**src/hdl/mcst_pkg.sv**
```systemverilog
// Package of constants and carriers for the module control and status timing block
package mcst_pkg;
   // Clock rate in kHz (200 MHz)
   localparam int unsigned CLK_KHZ              = 200000;
   // Printed times, each in its own unit
   localparam int unsigned LASER_OFF_TIME_US    = 100;
   localparam int unsigned LASER_ON_TIME_MS     = 2;
   localparam int unsigned MGMT_READY_TIME_MS   = 300;
   localparam int unsigned STARTUP_TIME_MS      = 300;
   localparam int unsigned STARTUP_COOLED_S     = 90;
   localparam int unsigned HIGH_POWER_TIME_MS   = 300;
   localparam int unsigned LOW_POWER_TIME_MS    = 300;
   localparam int unsigned FAULT_ON_TIME_MS     = 1;
   localparam int unsigned FAULT_ON_COOLED_MS   = 50;
   localparam int unsigned FAULT_RESET_TIME_US  = 10;
   localparam int unsigned RATE_FC_TIME_US      = 500;
   localparam int unsigned RATE_OTHER_TIME_MS   = 10;
   localparam int unsigned LOS_ON_TIME_US       = 100;
   localparam int unsigned LOS_OFF_TIME_US      = 100;
   // Cycle counts: longest times round down, least times round up
   localparam longint unsigned LASER_OFF_CYC    = longint'(LASER_OFF_TIME_US) * CLK_KHZ / 1000;
   localparam longint unsigned LASER_ON_CYC     = longint'(LASER_ON_TIME_MS) * CLK_KHZ;
   localparam longint unsigned MGMT_READY_CYC   = longint'(MGMT_READY_TIME_MS) * CLK_KHZ;
   localparam longint unsigned STARTUP_CYC      = longint'(STARTUP_TIME_MS) * CLK_KHZ;
   localparam longint unsigned STARTUP_COOL_CYC = longint'(STARTUP_COOLED_S) * CLK_KHZ * 1000;
   localparam longint unsigned HIGH_POWER_CYC   = longint'(HIGH_POWER_TIME_MS) * CLK_KHZ;
   localparam longint unsigned LOW_POWER_CYC    = longint'(LOW_POWER_TIME_MS) * CLK_KHZ;
   localparam longint unsigned FAULT_ON_CYC     = longint'(FAULT_ON_TIME_MS) * CLK_KHZ;
   localparam longint unsigned FAULT_COOL_CYC   = longint'(FAULT_ON_COOLED_MS) * CLK_KHZ;
   localparam longint unsigned FAULT_RESET_CYC  = (longint'(FAULT_RESET_TIME_US) * CLK_KHZ + 999) / 1000;
   localparam longint unsigned RATE_FC_CYC      = longint'(RATE_FC_TIME_US) * CLK_KHZ / 1000;
   localparam longint unsigned RATE_OTHER_CYC   = longint'(RATE_OTHER_TIME_MS) * CLK_KHZ;
   localparam longint unsigned LOS_ON_CYC       = longint'(LOS_ON_TIME_US) * CLK_KHZ / 1000;
   localparam longint unsigned LOS_OFF_CYC      = longint'(LOS_OFF_TIME_US) * CLK_KHZ / 1000;
   // Width of the shared delay counters
   localparam int unsigned CNT_W                = 35;

   typedef enum logic [2:0] {
      MCST_ST_OFF     = 3'b000,
      MCST_ST_STARTUP = 3'b001,
      MCST_ST_RUN     = 3'b010,
      MCST_ST_FAULT   = 3'b011,
      MCST_ST_DISABLE = 3'b100
   } mcst_laser_e;

   // Pin-level controls from the host
   typedef struct packed {
      logic laser_off_req;
      logic rate_select_low_bit;
      logic rate_select_high_bit;
      logic rate_is_fc;
      logic high_power_req;
   } mcst_ctrl_s;

   // Status seen by the host
   typedef struct packed {
      logic laser_en;
      logic tx_fault;
      logic rx_los;
      logic mgmt_ready;
      logic module_ready;
      logic rate_stable;
      logic high_power_on;
   } mcst_stat_s;
endpackage

```
**src/hdl/mcst_delay.sv**
```systemverilog
// Qualifying delay: output follows input once input has held steady for the load count
module mcst_delay
   import mcst_pkg::*;
#(
   parameter int unsigned W = CNT_W
) (
   input  wire logic         mclk_i,
   input  wire logic         sys_rst_i,
   input  wire logic         rst_val_i,
   input  wire logic         in_i,
   input  wire logic [W-1:0] rise_cnt_i,
   input  wire logic [W-1:0] fall_cnt_i,
   output logic              out_o
);
   logic [W-1:0] cnt;
   logic [W-1:0] next_cnt;
   logic         next_out;
   logic         rst_seen;

   always_comb begin
      next_cnt = cnt;
      next_out = out_o;
      if (in_i == out_o) begin
         next_cnt = '0;
      end else if (cnt + W'(1) >= (in_i ? rise_cnt_i : fall_cnt_i)) begin
         next_cnt = '0;
         next_out = in_i;
      end else begin
         next_cnt = cnt + W'(1);
      end
   end

   // Reset takes a constant; the reset value is loaded on the first edge after release
   always_ff @(posedge mclk_i) begin
      if (sys_rst_i) begin
         cnt      <= '0;
         out_o    <= 1'b0;
         rst_seen <= 1'b0;
      end else if (!rst_seen) begin
         cnt      <= '0;
         out_o    <= rst_val_i;
         rst_seen <= 1'b1;
      end else begin
         cnt      <= next_cnt;
         out_o    <= next_out;
      end
   end
endmodule

```
**src/hdl/mcst_core.sv**
```systemverilog
// Control and status timing of a pluggable optical transceiver, module side
module mcst_core
   import mcst_pkg::*;
#(
   parameter bit             COOLED       = 1'b0,
   parameter longint unsigned LASER_ON    = LASER_ON_CYC,
   parameter longint unsigned MGMT_READY  = MGMT_READY_CYC,
   parameter longint unsigned STARTUP     = STARTUP_CYC,
   parameter longint unsigned STARTUP_COOL = STARTUP_COOL_CYC,
   parameter longint unsigned HIGH_POWER  = HIGH_POWER_CYC,
   parameter longint unsigned LOW_POWER   = LOW_POWER_CYC,
   parameter longint unsigned FAULT_ON    = FAULT_ON_CYC,
   parameter longint unsigned FAULT_COOL  = FAULT_COOL_CYC,
   parameter longint unsigned RATE_OTHER  = RATE_OTHER_CYC
) (
   input  wire logic              mclk_i,
   input  wire logic              sys_rst_i,
   input  wire mcst_pkg::mcst_ctrl_s ctrl_i,
   input  wire logic              laser_fault_i,
   input  wire logic              rx_signal_lost_i,
   output mcst_pkg::mcst_stat_s   stat_o,
   output logic                   tx_fault_oe_n_o
);
   import mcst_pkg::*;

   localparam logic [CNT_W-1:0] LASER_ON_W  = CNT_W'(LASER_ON);
   localparam logic [CNT_W-1:0] MGMT_W      = CNT_W'(MGMT_READY);
   localparam logic [CNT_W-1:0] START_W     = COOLED ? CNT_W'(STARTUP_COOL) : CNT_W'(STARTUP);
   localparam logic [CNT_W-1:0] HIGH_W      = CNT_W'(HIGH_POWER);
   localparam logic [CNT_W-1:0] LOW_W       = CNT_W'(LOW_POWER);
   localparam logic [CNT_W-1:0] FAULT_W     = COOLED ? CNT_W'(FAULT_COOL) : CNT_W'(FAULT_ON);
   localparam logic [CNT_W-1:0] FRST_W      = CNT_W'(FAULT_RESET_CYC);
   localparam logic [CNT_W-1:0] RATE_FC_W   = CNT_W'(RATE_FC_CYC);
   localparam logic [CNT_W-1:0] RATE_OT_W   = CNT_W'(RATE_OTHER);
   localparam logic [CNT_W-1:0] LOS_ON_W    = CNT_W'(LOS_ON_CYC);
   localparam logic [CNT_W-1:0] LOS_OFF_W   = CNT_W'(LOS_OFF_CYC);

   mcst_laser_e      state;
   mcst_laser_e      next_state;
   logic [CNT_W-1:0] tmr;
   logic [CNT_W-1:0] next_tmr;
   logic [CNT_W-1:0] mgmt_tmr;
   logic [CNT_W-1:0] next_mgmt_tmr;
   logic [CNT_W-1:0] dis_tmr;
   logic [CNT_W-1:0] next_dis_tmr;
   logic [CNT_W-1:0] rate_tmr;
   logic [CNT_W-1:0] next_rate_tmr;
   logic [CNT_W-1:0] pwr_tmr;
   logic [CNT_W-1:0] next_pwr_tmr;
   logic             laser_en;
   logic             next_laser_en;
   logic             fault_flag;
   logic             next_fault_flag;
   logic             mgmt_ready;
   logic             next_mgmt_ready;
   logic             rate_stable;
   logic             next_rate_stable;
   logic             hp_on;
   logic             next_hp_on;
   logic             hp_req_q;
   logic [1:0]       rate_q;
   logic             fault_seen;
   logic             los_flag;
   logic             fault_reset;

   // Fault must persist for the assert window; a shorter glitch is filtered
   mcst_delay #(.W(CNT_W)) u_fault_dly (
      .mclk_i    (mclk_i),
      .sys_rst_i (sys_rst_i),
      .rst_val_i (1'b0),
      .in_i      (laser_fault_i),
      .rise_cnt_i(FAULT_W),
      .fall_cnt_i(CNT_W'(1)),
      .out_o     (fault_seen)
   );

   // Loss flag starts asserted until signal presence is qualified
   mcst_delay #(.W(CNT_W)) u_los_dly (
      .mclk_i    (mclk_i),
      .sys_rst_i (sys_rst_i),
      .rst_val_i (1'b1),
      .in_i      (rx_signal_lost_i),
      .rise_cnt_i(LOS_ON_W),
      .fall_cnt_i(LOS_OFF_W),
      .out_o     (los_flag)
   );

   // Laser-off held long enough counts as a fault reset pulse
   // The edge that sees the last qualifying cycle counts, so a pulse of exactly the minimum clears
   assign fault_reset = ctrl_i.laser_off_req && (dis_tmr + CNT_W'(1) >= FRST_W);

   always_comb begin
      next_dis_tmr = '0;
      if (ctrl_i.laser_off_req) begin
         next_dis_tmr = (dis_tmr >= FRST_W) ? dis_tmr : dis_tmr + CNT_W'(1);
      end
   end

   // Laser state machine
   always_comb begin
      next_state      = state;
      next_tmr        = tmr + CNT_W'(1);
      next_laser_en   = laser_en;
      next_fault_flag = fault_flag;
      case (state)
         MCST_ST_OFF: begin
            next_laser_en = 1'b0;
            next_tmr      = '0;
            if (!ctrl_i.laser_off_req) begin
               next_state = MCST_ST_STARTUP;
            end
         end
         MCST_ST_STARTUP: begin
            if (ctrl_i.laser_off_req) begin
               next_state    = MCST_ST_OFF;
               next_laser_en = 1'b0;
            end else if (tmr + CNT_W'(1) >= START_W) begin
               next_state    = MCST_ST_RUN;
               next_laser_en = 1'b1;
               next_tmr      = '0;
            end
         end
         MCST_ST_RUN: begin
            next_tmr = '0;
            if (fault_seen) begin
               next_state      = MCST_ST_FAULT;
               next_fault_flag = 1'b1;
               next_laser_en   = 1'b0;
            end else if (ctrl_i.laser_off_req) begin
               next_state    = MCST_ST_DISABLE;
               next_laser_en = 1'b0;
            end
         end
         MCST_ST_DISABLE: begin
            next_laser_en = 1'b0;
            if (ctrl_i.laser_off_req) begin
               next_tmr = '0;
            end else if (tmr + CNT_W'(1) >= LASER_ON_W) begin
               next_state    = MCST_ST_RUN;
               next_laser_en = 1'b1;
               next_tmr      = '0;
            end
         end
         MCST_ST_FAULT: begin
            next_laser_en = 1'b0;
            next_tmr      = '0;
            if (fault_reset && !fault_seen) begin
               next_state      = MCST_ST_OFF;
               next_fault_flag = 1'b0;
            end
         end
         default: begin
            next_state    = MCST_ST_OFF;
            next_laser_en = 1'b0;
            next_tmr      = '0;
         end
      endcase
   end

   // Management interface readiness after power-on
   always_comb begin
      next_mgmt_tmr   = mgmt_tmr;
      next_mgmt_ready = mgmt_ready;
      if (!mgmt_ready) begin
         if (mgmt_tmr + CNT_W'(1) >= MGMT_W) begin
            next_mgmt_ready = 1'b1;
         end else begin
            next_mgmt_tmr = mgmt_tmr + CNT_W'(1);
         end
      end
   end

   // Rate select settling: stable flag drops on any change
   always_comb begin
      next_rate_tmr    = rate_tmr;
      next_rate_stable = rate_stable;
      if (rate_q != {ctrl_i.rate_select_high_bit, ctrl_i.rate_select_low_bit}) begin
         next_rate_tmr    = '0;
         next_rate_stable = 1'b0;
      end else if (!rate_stable) begin
         if (rate_tmr + CNT_W'(1) >= (ctrl_i.rate_is_fc ? RATE_FC_W : RATE_OT_W)) begin
            next_rate_stable = 1'b1;
         end else begin
            next_rate_tmr = rate_tmr + CNT_W'(1);
         end
      end
   end

   // Power level transition
   always_comb begin
      next_pwr_tmr = pwr_tmr;
      next_hp_on   = hp_on;
      if (hp_req_q != ctrl_i.high_power_req) begin
         next_pwr_tmr = '0;
      end else if (hp_on != hp_req_q) begin
         if (pwr_tmr + CNT_W'(1) >= (hp_req_q ? HIGH_W : LOW_W)) begin
            next_hp_on   = hp_req_q;
            next_pwr_tmr = '0;
         end else begin
            next_pwr_tmr = pwr_tmr + CNT_W'(1);
         end
      end
   end

   always_ff @(posedge mclk_i) begin
      if (sys_rst_i) begin
         state       <= MCST_ST_OFF;
         tmr         <= '0;
         laser_en    <= 1'b0;
         fault_flag  <= 1'b0;
         dis_tmr     <= '0;
         mgmt_tmr    <= '0;
         mgmt_ready  <= 1'b0;
         rate_tmr    <= '0;
         rate_stable <= 1'b0;
         rate_q      <= 2'b00;
         pwr_tmr     <= '0;
         hp_on       <= 1'b0;
         hp_req_q    <= 1'b0;
      end else begin
         state       <= next_state;
         tmr         <= next_tmr;
         laser_en    <= next_laser_en;
         fault_flag  <= next_fault_flag;
         dis_tmr     <= next_dis_tmr;
         mgmt_tmr    <= next_mgmt_tmr;
         mgmt_ready  <= next_mgmt_ready;
         rate_tmr    <= next_rate_tmr;
         rate_stable <= next_rate_stable;
         rate_q      <= {ctrl_i.rate_select_high_bit, ctrl_i.rate_select_low_bit};
         pwr_tmr     <= next_pwr_tmr;
         hp_on       <= next_hp_on;
         hp_req_q    <= ctrl_i.high_power_req;
      end
   end

   always_comb begin
      stat_o.laser_en      = laser_en;
      stat_o.tx_fault      = fault_flag;
      stat_o.rx_los        = los_flag;
      stat_o.mgmt_ready    = mgmt_ready;
      stat_o.module_ready  = (state == MCST_ST_RUN) && (hp_on == hp_req_q);
      stat_o.rate_stable   = rate_stable;
      stat_o.high_power_on = hp_on;
   end

   // Open-drain fault pin: enable low pulls the line low; released means fault
   assign tx_fault_oe_n_o = fault_flag;
endmodule

```
**config.mk**
```make
export PLATFORM = sky130hd
export DESIGN_NAME = mcst_core
export DESIGN_NICKNAME = d
export VERILOG_FILES = /design/src/hdl/mcst_pkg.sv /design/src/hdl/mcst_delay.sv /design/src/hdl/mcst_core.sv
export SDC_FILE = /design/constraint.sdc
export NUM_CORES = 1
export LEC_CHECK = 0
export BUFFER_PORTS_ARGS = -buffer_cell sky130_fd_sc_hd__buf_4
export CAP_MARGIN = 25
export CORE_MARGIN = 3
export CORE_UTILIZATION = 64
export DETAILED_ROUTE_END_ITERATION = 8
export PLACE_DENSITY = 0.91
export SLEW_MARGIN = 0
export SYNTH_ARGS = -nofsm -noshare
export SYNTH_HDL_FRONTEND = slang
export SYNTH_SLANG_ARGS = --single-unit
```
**constraint.sdc**
```tcl
create_clock -name mclk_i -period 4.45 [get_ports mclk_i]
set_input_delay 0.2225 -clock mclk_i [delete_from_list [all_inputs] [get_ports mclk_i]]
set_output_delay 0.2225 -clock mclk_i [all_outputs]
set_load 0.03 [all_outputs]
```
; ---- After elaboration in Yosys (flattened, before gate mapping)
; Index checks and enable logic that the tools add are counted.
[totals]
in_bits = 9
elab_cells = 116
out_inout_bits = 8
register_bits = 259
[classes]
mux = 35
addsub = 7
order_cmp = 9
bitwise = 8
n_reduce_logical = 20
n_eq_ne = 19
[op_table]
columns = cell, count
row1 = "adder 35 x 1 -> 35 bit, second input constant", 7
row2 = 2-to-1 mux 35 bit, 5
row3 = ">= comparator 35 x 26 -> 1 bit, second input constant", 3
row4 = ">= comparator 35 x 11 -> 1 bit, second input constant", 2
row5 = one-hot mux 35 bit (2 select lines), 1
row6 = ">= comparator 35 x 15 -> 1 bit, second input constant", 1
row7 = ">= comparator 35 x 19 -> 1 bit, second input constant", 1
row8 = >= comparator 35 x 21 -> 1 bit, 1
row9 = >= comparator 35 bit, 1
row10 = 2-to-1 mux 3 bit, 8
row11 = 2-to-1 mux 21 bit, 1
row12 = 2-to-1 mux 18 bit, 1
row13 = 2-to-1 mux 1 bit, 16
row14 = one-hot mux 3 bit (5 select lines), 1
row15 = "!= test 2 bit, second input constant", 6
row16 = AND reduction 2 bit, 5
row17 = inverter 1 bit, 8
row18 = OR reduction 2 bit, 4
row19 = OR reduction 4 bit, 2
row20 = "== test 3 x 2 -> 1 bit, second input constant", 2
row21 = AND reduction 3 bit, 2
row22 = AND reduction 6 bit, 1
row23 = == test 1 bit, 3
row24 = "== test 3 x 1 -> 1 bit, second input constant", 1
row25 = other kinds (12), 15

; ---- Depth between registers and ports, before layout
; Gate-level depths: netlist of the first run.
[logic_depth]
ltp_word = 6
mapped_depth = 17
depth_no_buf = 15

; ---- Modules after synthesis
; Synthesis of the first run repeated with hierarchy kept, for this count alone.
[unflattened]
hier_cells = 2079
hier_area_um2 = 17017.6
[modules_own_cells]
columns = mod, area_per_inst_um2, n_inst, cells_each
row1 = mcst_core, 11338.4, 1, 1462
row2 = mcst_delay (u_los_dly), 2864.0, 1, 306
row3 = mcst_delay (u_fault_dly), 2815.2, 1, 311

; ---- Worst setup path after synthesis of the first run
; No wires, ideal clock.
[synth_timing]
path_type = register to register
from = register rate_tmr[0]
to = register rate_tmr[18]
required_time_ps = 4390
stages_incl_launch_ff = 18
arrival_ps = 3777
path_buffers = 2
synth_period_minus_slack_ps = 3837
setup_slack_ps = 613
path_cell_list = dfxtp_1 ha_1 and3_1 and4_1 buf_2 nand3_1 xnor2_1 ha_1 a21o_1 a21o_1 a21o_1 a2111oi_0 o2111ai_1 nor4_2 nand2_1 buf_2 or4_1 nand2_1
[synth_via]
elab_chain_len = 4
[synth_rtl]
columns = element, line_no
row1 = start: declaration, mcst_core.sv:46  ; logic [CNT_W-1:0] rate_tmr;
row2 = start signal: assignment, mcst_core.sv:228  ; rate_tmr <= next_rate_tmr;
row3 = adder 35 x 1 -> 35 bit (*), "mcst_core.sv:181, mcst_core.sv:184"
row4 = >= comparator 35 x 21 -> 1 bit, mcst_core.sv:181  ; if (rate_tmr + CNT_W'(1) >= (ctrl_i.rate_is_fc ? RATE_FC_W : RATE_OT_W)) begin
row5 = inverter 1 bit (no source line), n/a
row6 = AND reduction 2 bit (no source line), n/a
; Every way passes the cells marked *; elsewhere a longest branch is shown, timed or not.
; A chain may end at the register's enable or synchronous reset.

; ---- Final worst setup path of the first run
[layout_timing]
from = register rate_tmr[8]
to = register rate_tmr[15]
; Same word-level chain as after synthesis.

==> flow_metrics.py, run 1 <==
metrics = {
    "logic_synthesis": {
        "synth_top_family_by_area": "simple AND/OR/NAND/NOR gates",
        "synth_cells": 1840,
        "ys_ff_latch": 259,
        "postSynthAreaPerCell_um2": 7.984,
        "synth-simple-area-share_pct": 35.11,
        "ys_async_sr_fraction_pct": 0,
        "synth_compound_area_share_pct": 11.92,
        "synth_edf_count": 0,
        "synth_cell_types": 78,
        "synthFlopType": "dfxtp_1",
        "synthAdderAreaFrac_pct": 1.874,
        "synth-xor-area-share_pct": 9.957,
        "syn_area_um2": 14690,
        "muxShareOfSynthArea_pct": 1.738,
        "synth-seq-area-share_pct": 35.30,
        "yosysWarnings": 0,
    },
    "timing": {
        "skew_ns": 0.01161,
        "tightest_slew_ns": 0.8815,
        "setup_tns_ns": 0,
        "timing.fmax_mhz": 243.6,
        "period_minus_slack_ns": 4.106,
        "hold_slack_ns": 0.05149,
        "rsz0062_at_grt": "no",
        "relSlewSlack_pct": 40.78,
        "hold_viol_final": 0,
        "min_period_over_period_pct": 92.27,
        "setup-violations-final": 0,
        "maxSlewViolCount": 0,
    },
    "power_and_ir_drop": {
        "power_frac_clock_pct": 50.9,
        "pwr-share-seq_pct": 46.2,
        "p_int_mw": 4.096,
        "power.share.combinational_pct": 2.9,
        "power.density_nw_per_um2": 321.2,
        "switchingPower_mw": 1.059,
        "ir_drop_uv": 319.7,
        "leakagePower_nw": 5.518,
        "switching_share_pct": 20.54,
    },
    "clock_network": {
        "insertion_delay_ns": 0.54,
        "clock-sinks": 259,
        "clk_pin_slew_ns": 0.06,
        "cts_tree": "built",
        "clk_path_buf_depth": 3,
        "cts_buffers": 28,
        "clock-root-buffer": "clkbuf_16",
        "htree_num_levels": 1,
    },
    "route": {
        "drtIter0Drc": 1410,
        "drc_errors": 0,
        "vias_per_cell": 6.435,
        "drt_wl_total_um": 34020,
        "routedWlPerCell_um": 15.95,
        "vias": 13730,
        "ant_nets": 0,
        "dr.pass1.iters": 5,
    },
    "floorplan": {
        "die_w_um": 157.5,
        "coreArea_um2": 22160,
        "io_pins": 17,
        "die_height_um": 157.5,
        "start_util_pct": 66.29,
        "die-area_um2": 24810,
        "row_count": 54,
    },
    "final_layout": {
        "antenna_cells": 0,
        "final_util_pct": 72.41,
        "drive_gt1_share_pct": 6.638,
        "nets": 1865,
        "area_growth_pct": 9.241,
        "final_area_um2": 16050,
        "fillers": 1639,
    },
    "placement": {
        "gp_congestion": 0.9240,
        "hpwl_um": 22200,
        "port_buffers": 16,
        "placed_area_um2": 14920,
    },
    "worst_setup_path": {
        "rr_startpoint": "rate_tmr[8]",
        "cp_max_fo": 13,
        "end_kind": "flop",
        "worstSetupPathType": "reg -> reg",
        "cp-start-kind": "flop",
        "r2r_slack_ns": 0.34,
        "startpoint": "rate_tmr[8]",
        "cp.required_ns": 4.90,
        "cp_data_arrival_time_ns": 4.56,
    },
    "run_status": {
        "status": "completed",
    },
    "min_path": {
        "holdCritStartpoint": "rx_signal_lost_i",
        "hold_path_class": "in -> reg",
    },
    "grt": {
        "gr-total-overflow": 0,
        "grt_pass1_vias": 12620,
        "grt_first_pass_wirelength_um": 57820,
        "antenna_found_initial": 0,
        "track_usage_pct": 26.71,
        "grt_max_degree": 42,
    },
    "run": {
        "max_cap_violations": 0,
    },
}
## routing by layer
metal	track usage, %	vias to the layer above	share of wire [%]	wire, um
li1	-	6606	-	-
met1	35.59	6446	43	14680
met2	45.54	587	48	16350
met3	2.969	86	6.4	2175
met4	8.595	0	2.4	813
met5	0	-	0	0
## cells in the final DEF (no fill, tap or decap), types with 28 or more instances in the layout
| master | count |
|---|---|
| dfxtp_1 | 259 |
| nor2_1 | 209 |
| nand3_1 | 150 |
| nand2_1 | 142 |
| xor2_1 | 84 |
| xnor2_1 | 82 |
| and2_1 | 77 |
| nand4_1 | 77 |
| nor3_1 | 77 |
| a21oi_1 | 60 |
| and3_1 | 44 |
| o21ai_0 | 40 |
| nor4_1 | 38 |
| conb_1 | 37 |
| a31oi_1 | 34 |
| inv_1 | 33 |
| clkbuf_16 | 29 |
| buf_4 | 29 |
| and4_1 | 28 |
## final timing paths
path | endpoint | cells past startpoint
setup / recovery | rate_tmr[15] | 15
hold / removal | u_los_dly.out_o | 3
setup reg to reg | rate_tmr[15] | 15
hold reg to reg | u_los_dly.cnt[0] | 1
## metrics by stage
step | instances | setup slack, ns | power [mW]
floorplan | 1876 | 0.6133 | 2.532
global placement | 2078 | 0.3980 | 2.565
detailed placement | 2078 | 0.2254 | 2.574
CTS | 2132 | 0.1708 | 5.189
global route | 2133 | 0.006396 | 5.315
finish | 2133 | 0.3441 | 5.155
## flip-flops by register name, indices dropped and copies added, names as in the netlist
register            flops
tx_fault_oe_n_o         1
rate_q                  2
hp_on                   1
u_los_dly.cnt          35
laser_en                1
dis_tmr                35
u_fault_dly.out_o       1
u_fault_dly.cnt        35
u_los_dly.out_o         1
mgmt_tmr               35
mgmt_ready              1
rate_tmr               35
hp_req_q                1
pwr_tmr                35
tmr                    35
rate_stable             1
u_los_dly.rst_seen      1
state                   3
## critical path: stages (launching register included)
cell,delay [ns]
dfxtp_1,0.49
and4_1,0.28
and4_2,0.37
nand2_1,0.12
xnor2_1,0.15
ha_1,0.29
a21o_1,0.18
a21o_1,0.16
a21o_1,0.17
a2111oi_1,0.43
o2111ai_1,0.20
nor4_2,0.32
buf_4,0.27
nand3_1,0.14
or3_1,0.32
a21oi_1,0.13
## kinds of logic (layout without fill, tap and decap cells)
logic type | after synthesis | in the layout
AND/OR/NAND/NOR | 966 | 966
buffers and inverters | 139 | 116
other | 1 | 37
multiplexers | 25 | 25
XOR/XNOR | 167 | 167
flip-flops | 259 | 259
adder cells (fa/ha/maj) | 22 | 22
AO/OA/AOI/OAI | 261 | 261
## area by class of cell
class,count,area (um2),area share (%)
well taps,280,350.3,2.183
clock inverters,14,279.0,1.739
flip-flops and latches,259,5185,32.31
clock buffers,35,778.2,4.850
repair buffers,34,267.8,1.668
multi-input cells,1478,9064,56.48
inverters,33,123.9,0.7719
## synth_stat cells, types with 4 or more instances
master	count	area [um2]
nand3_1	150	750.7
ha_1	22	275.3
and3b_1	5	43.79
a31o_2	10	87.58
or2_2	13	81.33
buf_4	9	67.56
or4_1	14	105.1
nor4b_1	7	61.31
o21a_1	5	37.54
a21o_1	6	45.04
nand2b_1	9	56.30
a2111oi_0	8	70.07
and3_1	44	275.3
o21ai_0	40	200.2
nand3b_1	4	30.03
mux2i_1	21	210.2
and2_1	77	481.7
nor2b_1	19	118.9
buf_2	28	140.1
and4_1	29	254.0
clkbuf_1	64	240.2
a31oi_1	35	219.0
o22ai_1	4	25.02
nand4_1	77	481.7
a211oi_1	9	67.56
a211o_1	5	43.79
nand4b_1	8	70.07
a21oi_1	61	305.3
inv_1	33	123.9
dfxtp_1	259	5185
o211ai_1	17	127.6
or3_1	20	125.1
nor3_1	77	385.4
nand2_1	143	536.8
a311oi_1	6	52.55
xor2_1	84	735.7
nor4_1	38	237.7
nor2_1	209	784.5
mux2_2	4	45.04
o31ai_1	13	97.59
xnor2_1	83	727.0
nor4_2	5	62.56
nor3b_1	6	45.04
## power by group through the flow
stage | sequential [mW] | combinational (mW) | clock, mW
floorplan | 2.42 | 0.113 | 0
global placement | 2.43 | 0.136 | 0
detailed placement | 2.43 | 0.142 | 0
CTS | 2.38 | 0.148 | 2.66
global route | 2.39 | 0.168 | 2.76
finish | 2.38 | 0.151 | 2.62
## repair_timing
item                                    4_1_cts  5_1_grt
hold buffers                                  5        0
gates resized for setup                       0        4
endpoints found under the setup margin        0       21
hold endpoints to repair                      6        0
buffers inserted                              0        0
(Power assumes the default switching activity.)
==> inputs of run 2 (changes only) <==
CORE_MARGIN = 2   (was 3)
CORE_UTILIZATION = 53   (was 64)
PLACE_DENSITY = 0.79   (was 0.91)
TNS_END_PERCENT = 50   (was not set)
==> run 2 against run 1 <==
Effect of this change:
- global-route usage down 5.5 points
- hold slack gained 0.049 ns
- cell area grew 0.34%
- routed wire length is 7.7% lower
- flip-flop and latch count is the same
- combinational power about the same
- clock-buffer cell count fell by 1
- cell count grew 4.7%
- power down 4.1%
- fmax hardly changed
- worst setup slack improved by 0.00095 ns
- via count is 4.6% lower
- critical endpoint is now rate_tmr[8]
==> flow_metrics.py, run 2 (synthesis gave the netlist of run 1 again) <==
metrics = {
    "run": {
        "max_cap_violations": 0,
    },
    "worst_setup_path": {
        "cp_max_fo": 14,
        "cpMostUsedCell": "a21o_1",
        "end_kind": "flop",
        "worstSetupPathType": "reg -> reg",
        "crit_path_max_incr_delay_ns": 0.56,
        "cp_data_arrival_time_ns": 4.59,
        "cp_cell_sequence": "ha_1 -> and3_1 -> and4_1 -> nand3_1 -> xnor2_1 -> ha_1 -> a21o_1 -> a21o_1 -> a21o_1 -> a2111oi_0 -> o2111ai_1 -> nor4_2 -> nand2_1 -> or4_1 -> nand2_1",
        "cp-start-kind": "flop",
        "crit_slowest_cell": "or4_1",
        "cp.required_ns": 4.93,
    },
    "route": {
        "dr.pass1.iters": 5,
        "vias_per_cell": 5.863,
        "drtIter0Drc": 940,
        "routedWlPerCell_um": 14.05,
        "drc_errors": 0,
        "drt_wl_total_um": 31380,
        "ant_nets": 0,
        "vias": 13090,
    },
    "final_layout": {
        "layout_common_cells": "259 x dfxtp_1, 209 x nor2_1, 150 x nand3_1",
        "nets": 1870,
        "antenna_cells": 0,
        "final_area_um2": 16100,
        "area_growth_pct": 9.607,
        "fillers": 2376,
        "drive_gt1_share_pct": 6.824,
        "final_util_pct": 59.41,
        "layout_commonest_cell": "dfxtp_1",
    },
    "placement": {
        "hpwl_um": 21770,
        "placed_area_um2": 15060,
        "port_buffers": 16,
        "gp_congestion": 0.8745,
    },
    "timing": {
        "tightest_slew_ns": 0.9586,
        "maxSlewViolCount": 0,
        "hold_slack_ns": 0.1000,
        "timing.fmax_mhz": 243.6,
        "min_period_over_period_pct": 92.25,
        "setup_tns_ns": 0,
        "relSlewSlack_pct": 35.86,
        "setup-violations-final": 0,
        "period_minus_slack_ns": 4.105,
        "rsz0062_at_grt": "no",
        "skew_ns": 0.01769,
        "hold_viol_final": 0,
    },
    "clock_network": {
        "clk_pin_slew_ns": 0.06,
        "cts_buffers": 29,
        "clock-root-buffer": "clkbuf_16",
        "cts_setup_buffers": 0,
        "insertion_delay_ns": 0.54,
        "htree_num_levels": 1,
        "clk_path_buf_depth": 3,
        "cts_tree": "built",
        "clock-sinks": 259,
    },
    "floorplan": {
        "start_util_pct": 54.21,
        "die-area_um2": 29070,
        "coreArea_um2": 27100,
        "die_w_um": 170.5,
        "die_height_um": 170.5,
        "row_count": 60,
        "io_pins": 17,
    },
    "power_and_ir_drop": {
        "power_frac_clock_pct": 48.8,
        "pwr-share-seq_pct": 48.1,
        "switchingPower_mw": 1.084,
        "switching_share_pct": 21.92,
        "leakagePower_nw": 5.509,
        "power.share.combinational_pct": 3.0,
        "ir_drop_uv": 432.7,
        "p_int_mw": 3.862,
        "power.density_nw_per_um2": 307.2,
    },
    "min_path": {
        "hold_path_class": "in -> reg",
    },
    "grt": {
        "gr-total-overflow": 0,
        "antenna_found_initial": 0,
        "grt_max_degree": 50,
        "grt_first_pass_wirelength_um": 53580,
        "grt_pass1_vias": 11760,
        "track_usage_pct": 21.22,
    },
    "run_status": {
        "status": "completed",
    },
}
==> run 2: changes by cell type in the layout (fill, tap and decap cells not counted), sizes merged <==
cell / delta
buf: +2
dlygate4sd3: +1
bufinv: -4
clkinv: +8
inv: +1
==> run 2: final cells by class <==
| class | count | area, um2 | area share, % |
|---|---|---|---|
| Inverter | 33 | 123.9 | 0.7693 |
| Sequential cell | 259 | 5185 | 32.20 |
| Clock inverter | 19 | 207.7 | 1.290 |
| Multi-Input combinational cell | 1478 | 9055 | 56.24 |
| Timing Repair Buffer | 38 | 300.3 | 1.865 |
| Clock buffer | 34 | 764.5 | 4.748 |
| Tap cell | 372 | 465.4 | 2.891 |
==> run 2: power by group through the flow <==
stage	clock network [mW]	logic, mW	registers [mW]
5_1_grt	2.57	0.167	2.39
4_1_cts	2.48	0.148	2.38
6_report	2.42	0.149	2.38
3_5_place_dp	0	0.142	2.43
3_3_place_gp	0	0.138	2.43
2_1_floorplan	0	0.113	2.42
==> run 2: metrics by stage <==
step,total power [mW],setup slack (ns),instances
3_3_place_gp,2.568,0.5896,2173
5_1_grt,5.118,0.07580,2233
3_5_place_dp,2.574,0.3855,2173
6_report,4.946,0.3450,2233
4_1_cts,5.003,0.3586,2232
2_1_floorplan,2.532,0.6133,1876
==> run 2: path summary, 6_finish.rpt <==
kind              cells past startpoint                to  slack, ns             start
setup / recovery                     15       rate_tmr[8]       0.35       rate_tmr[0]
hold / removal                        2      mgmt_tmr[25]       0.10         sys_rst_i
setup reg to reg                     15       rate_tmr[8]       0.35       rate_tmr[0]
hold reg to reg                       1  u_los_dly.cnt[0]       0.47  u_los_dly.cnt[0]
==> run 2: repair_timing <==
action                    CTS  global route
hold endpoints to repair    7             0
gates resized for setup     0             0
hold buffers                6             0
==> run 2: metal layers <==
metal	GRT usage, %	wire length [um]	vias to the layer above
li1	-	-	6632
met1	28.56	14960	6105
met2	35.33	14350	291
met3	2.721	1321	64
met4	6.800	751	0
met5	0	0	-
==> run 2: critical path: cells and delay by family, from the launching register on <==
kind | cells | cell delay [ns]
AOI/OAI and AO/OA | 5 | 1.11
xor gates and xnor gates | 1 | 0.17
and+or+nand+nor | 7 | 1.91
adders and majority gates | 2 | 0.43
DFF | 1 | 0.41
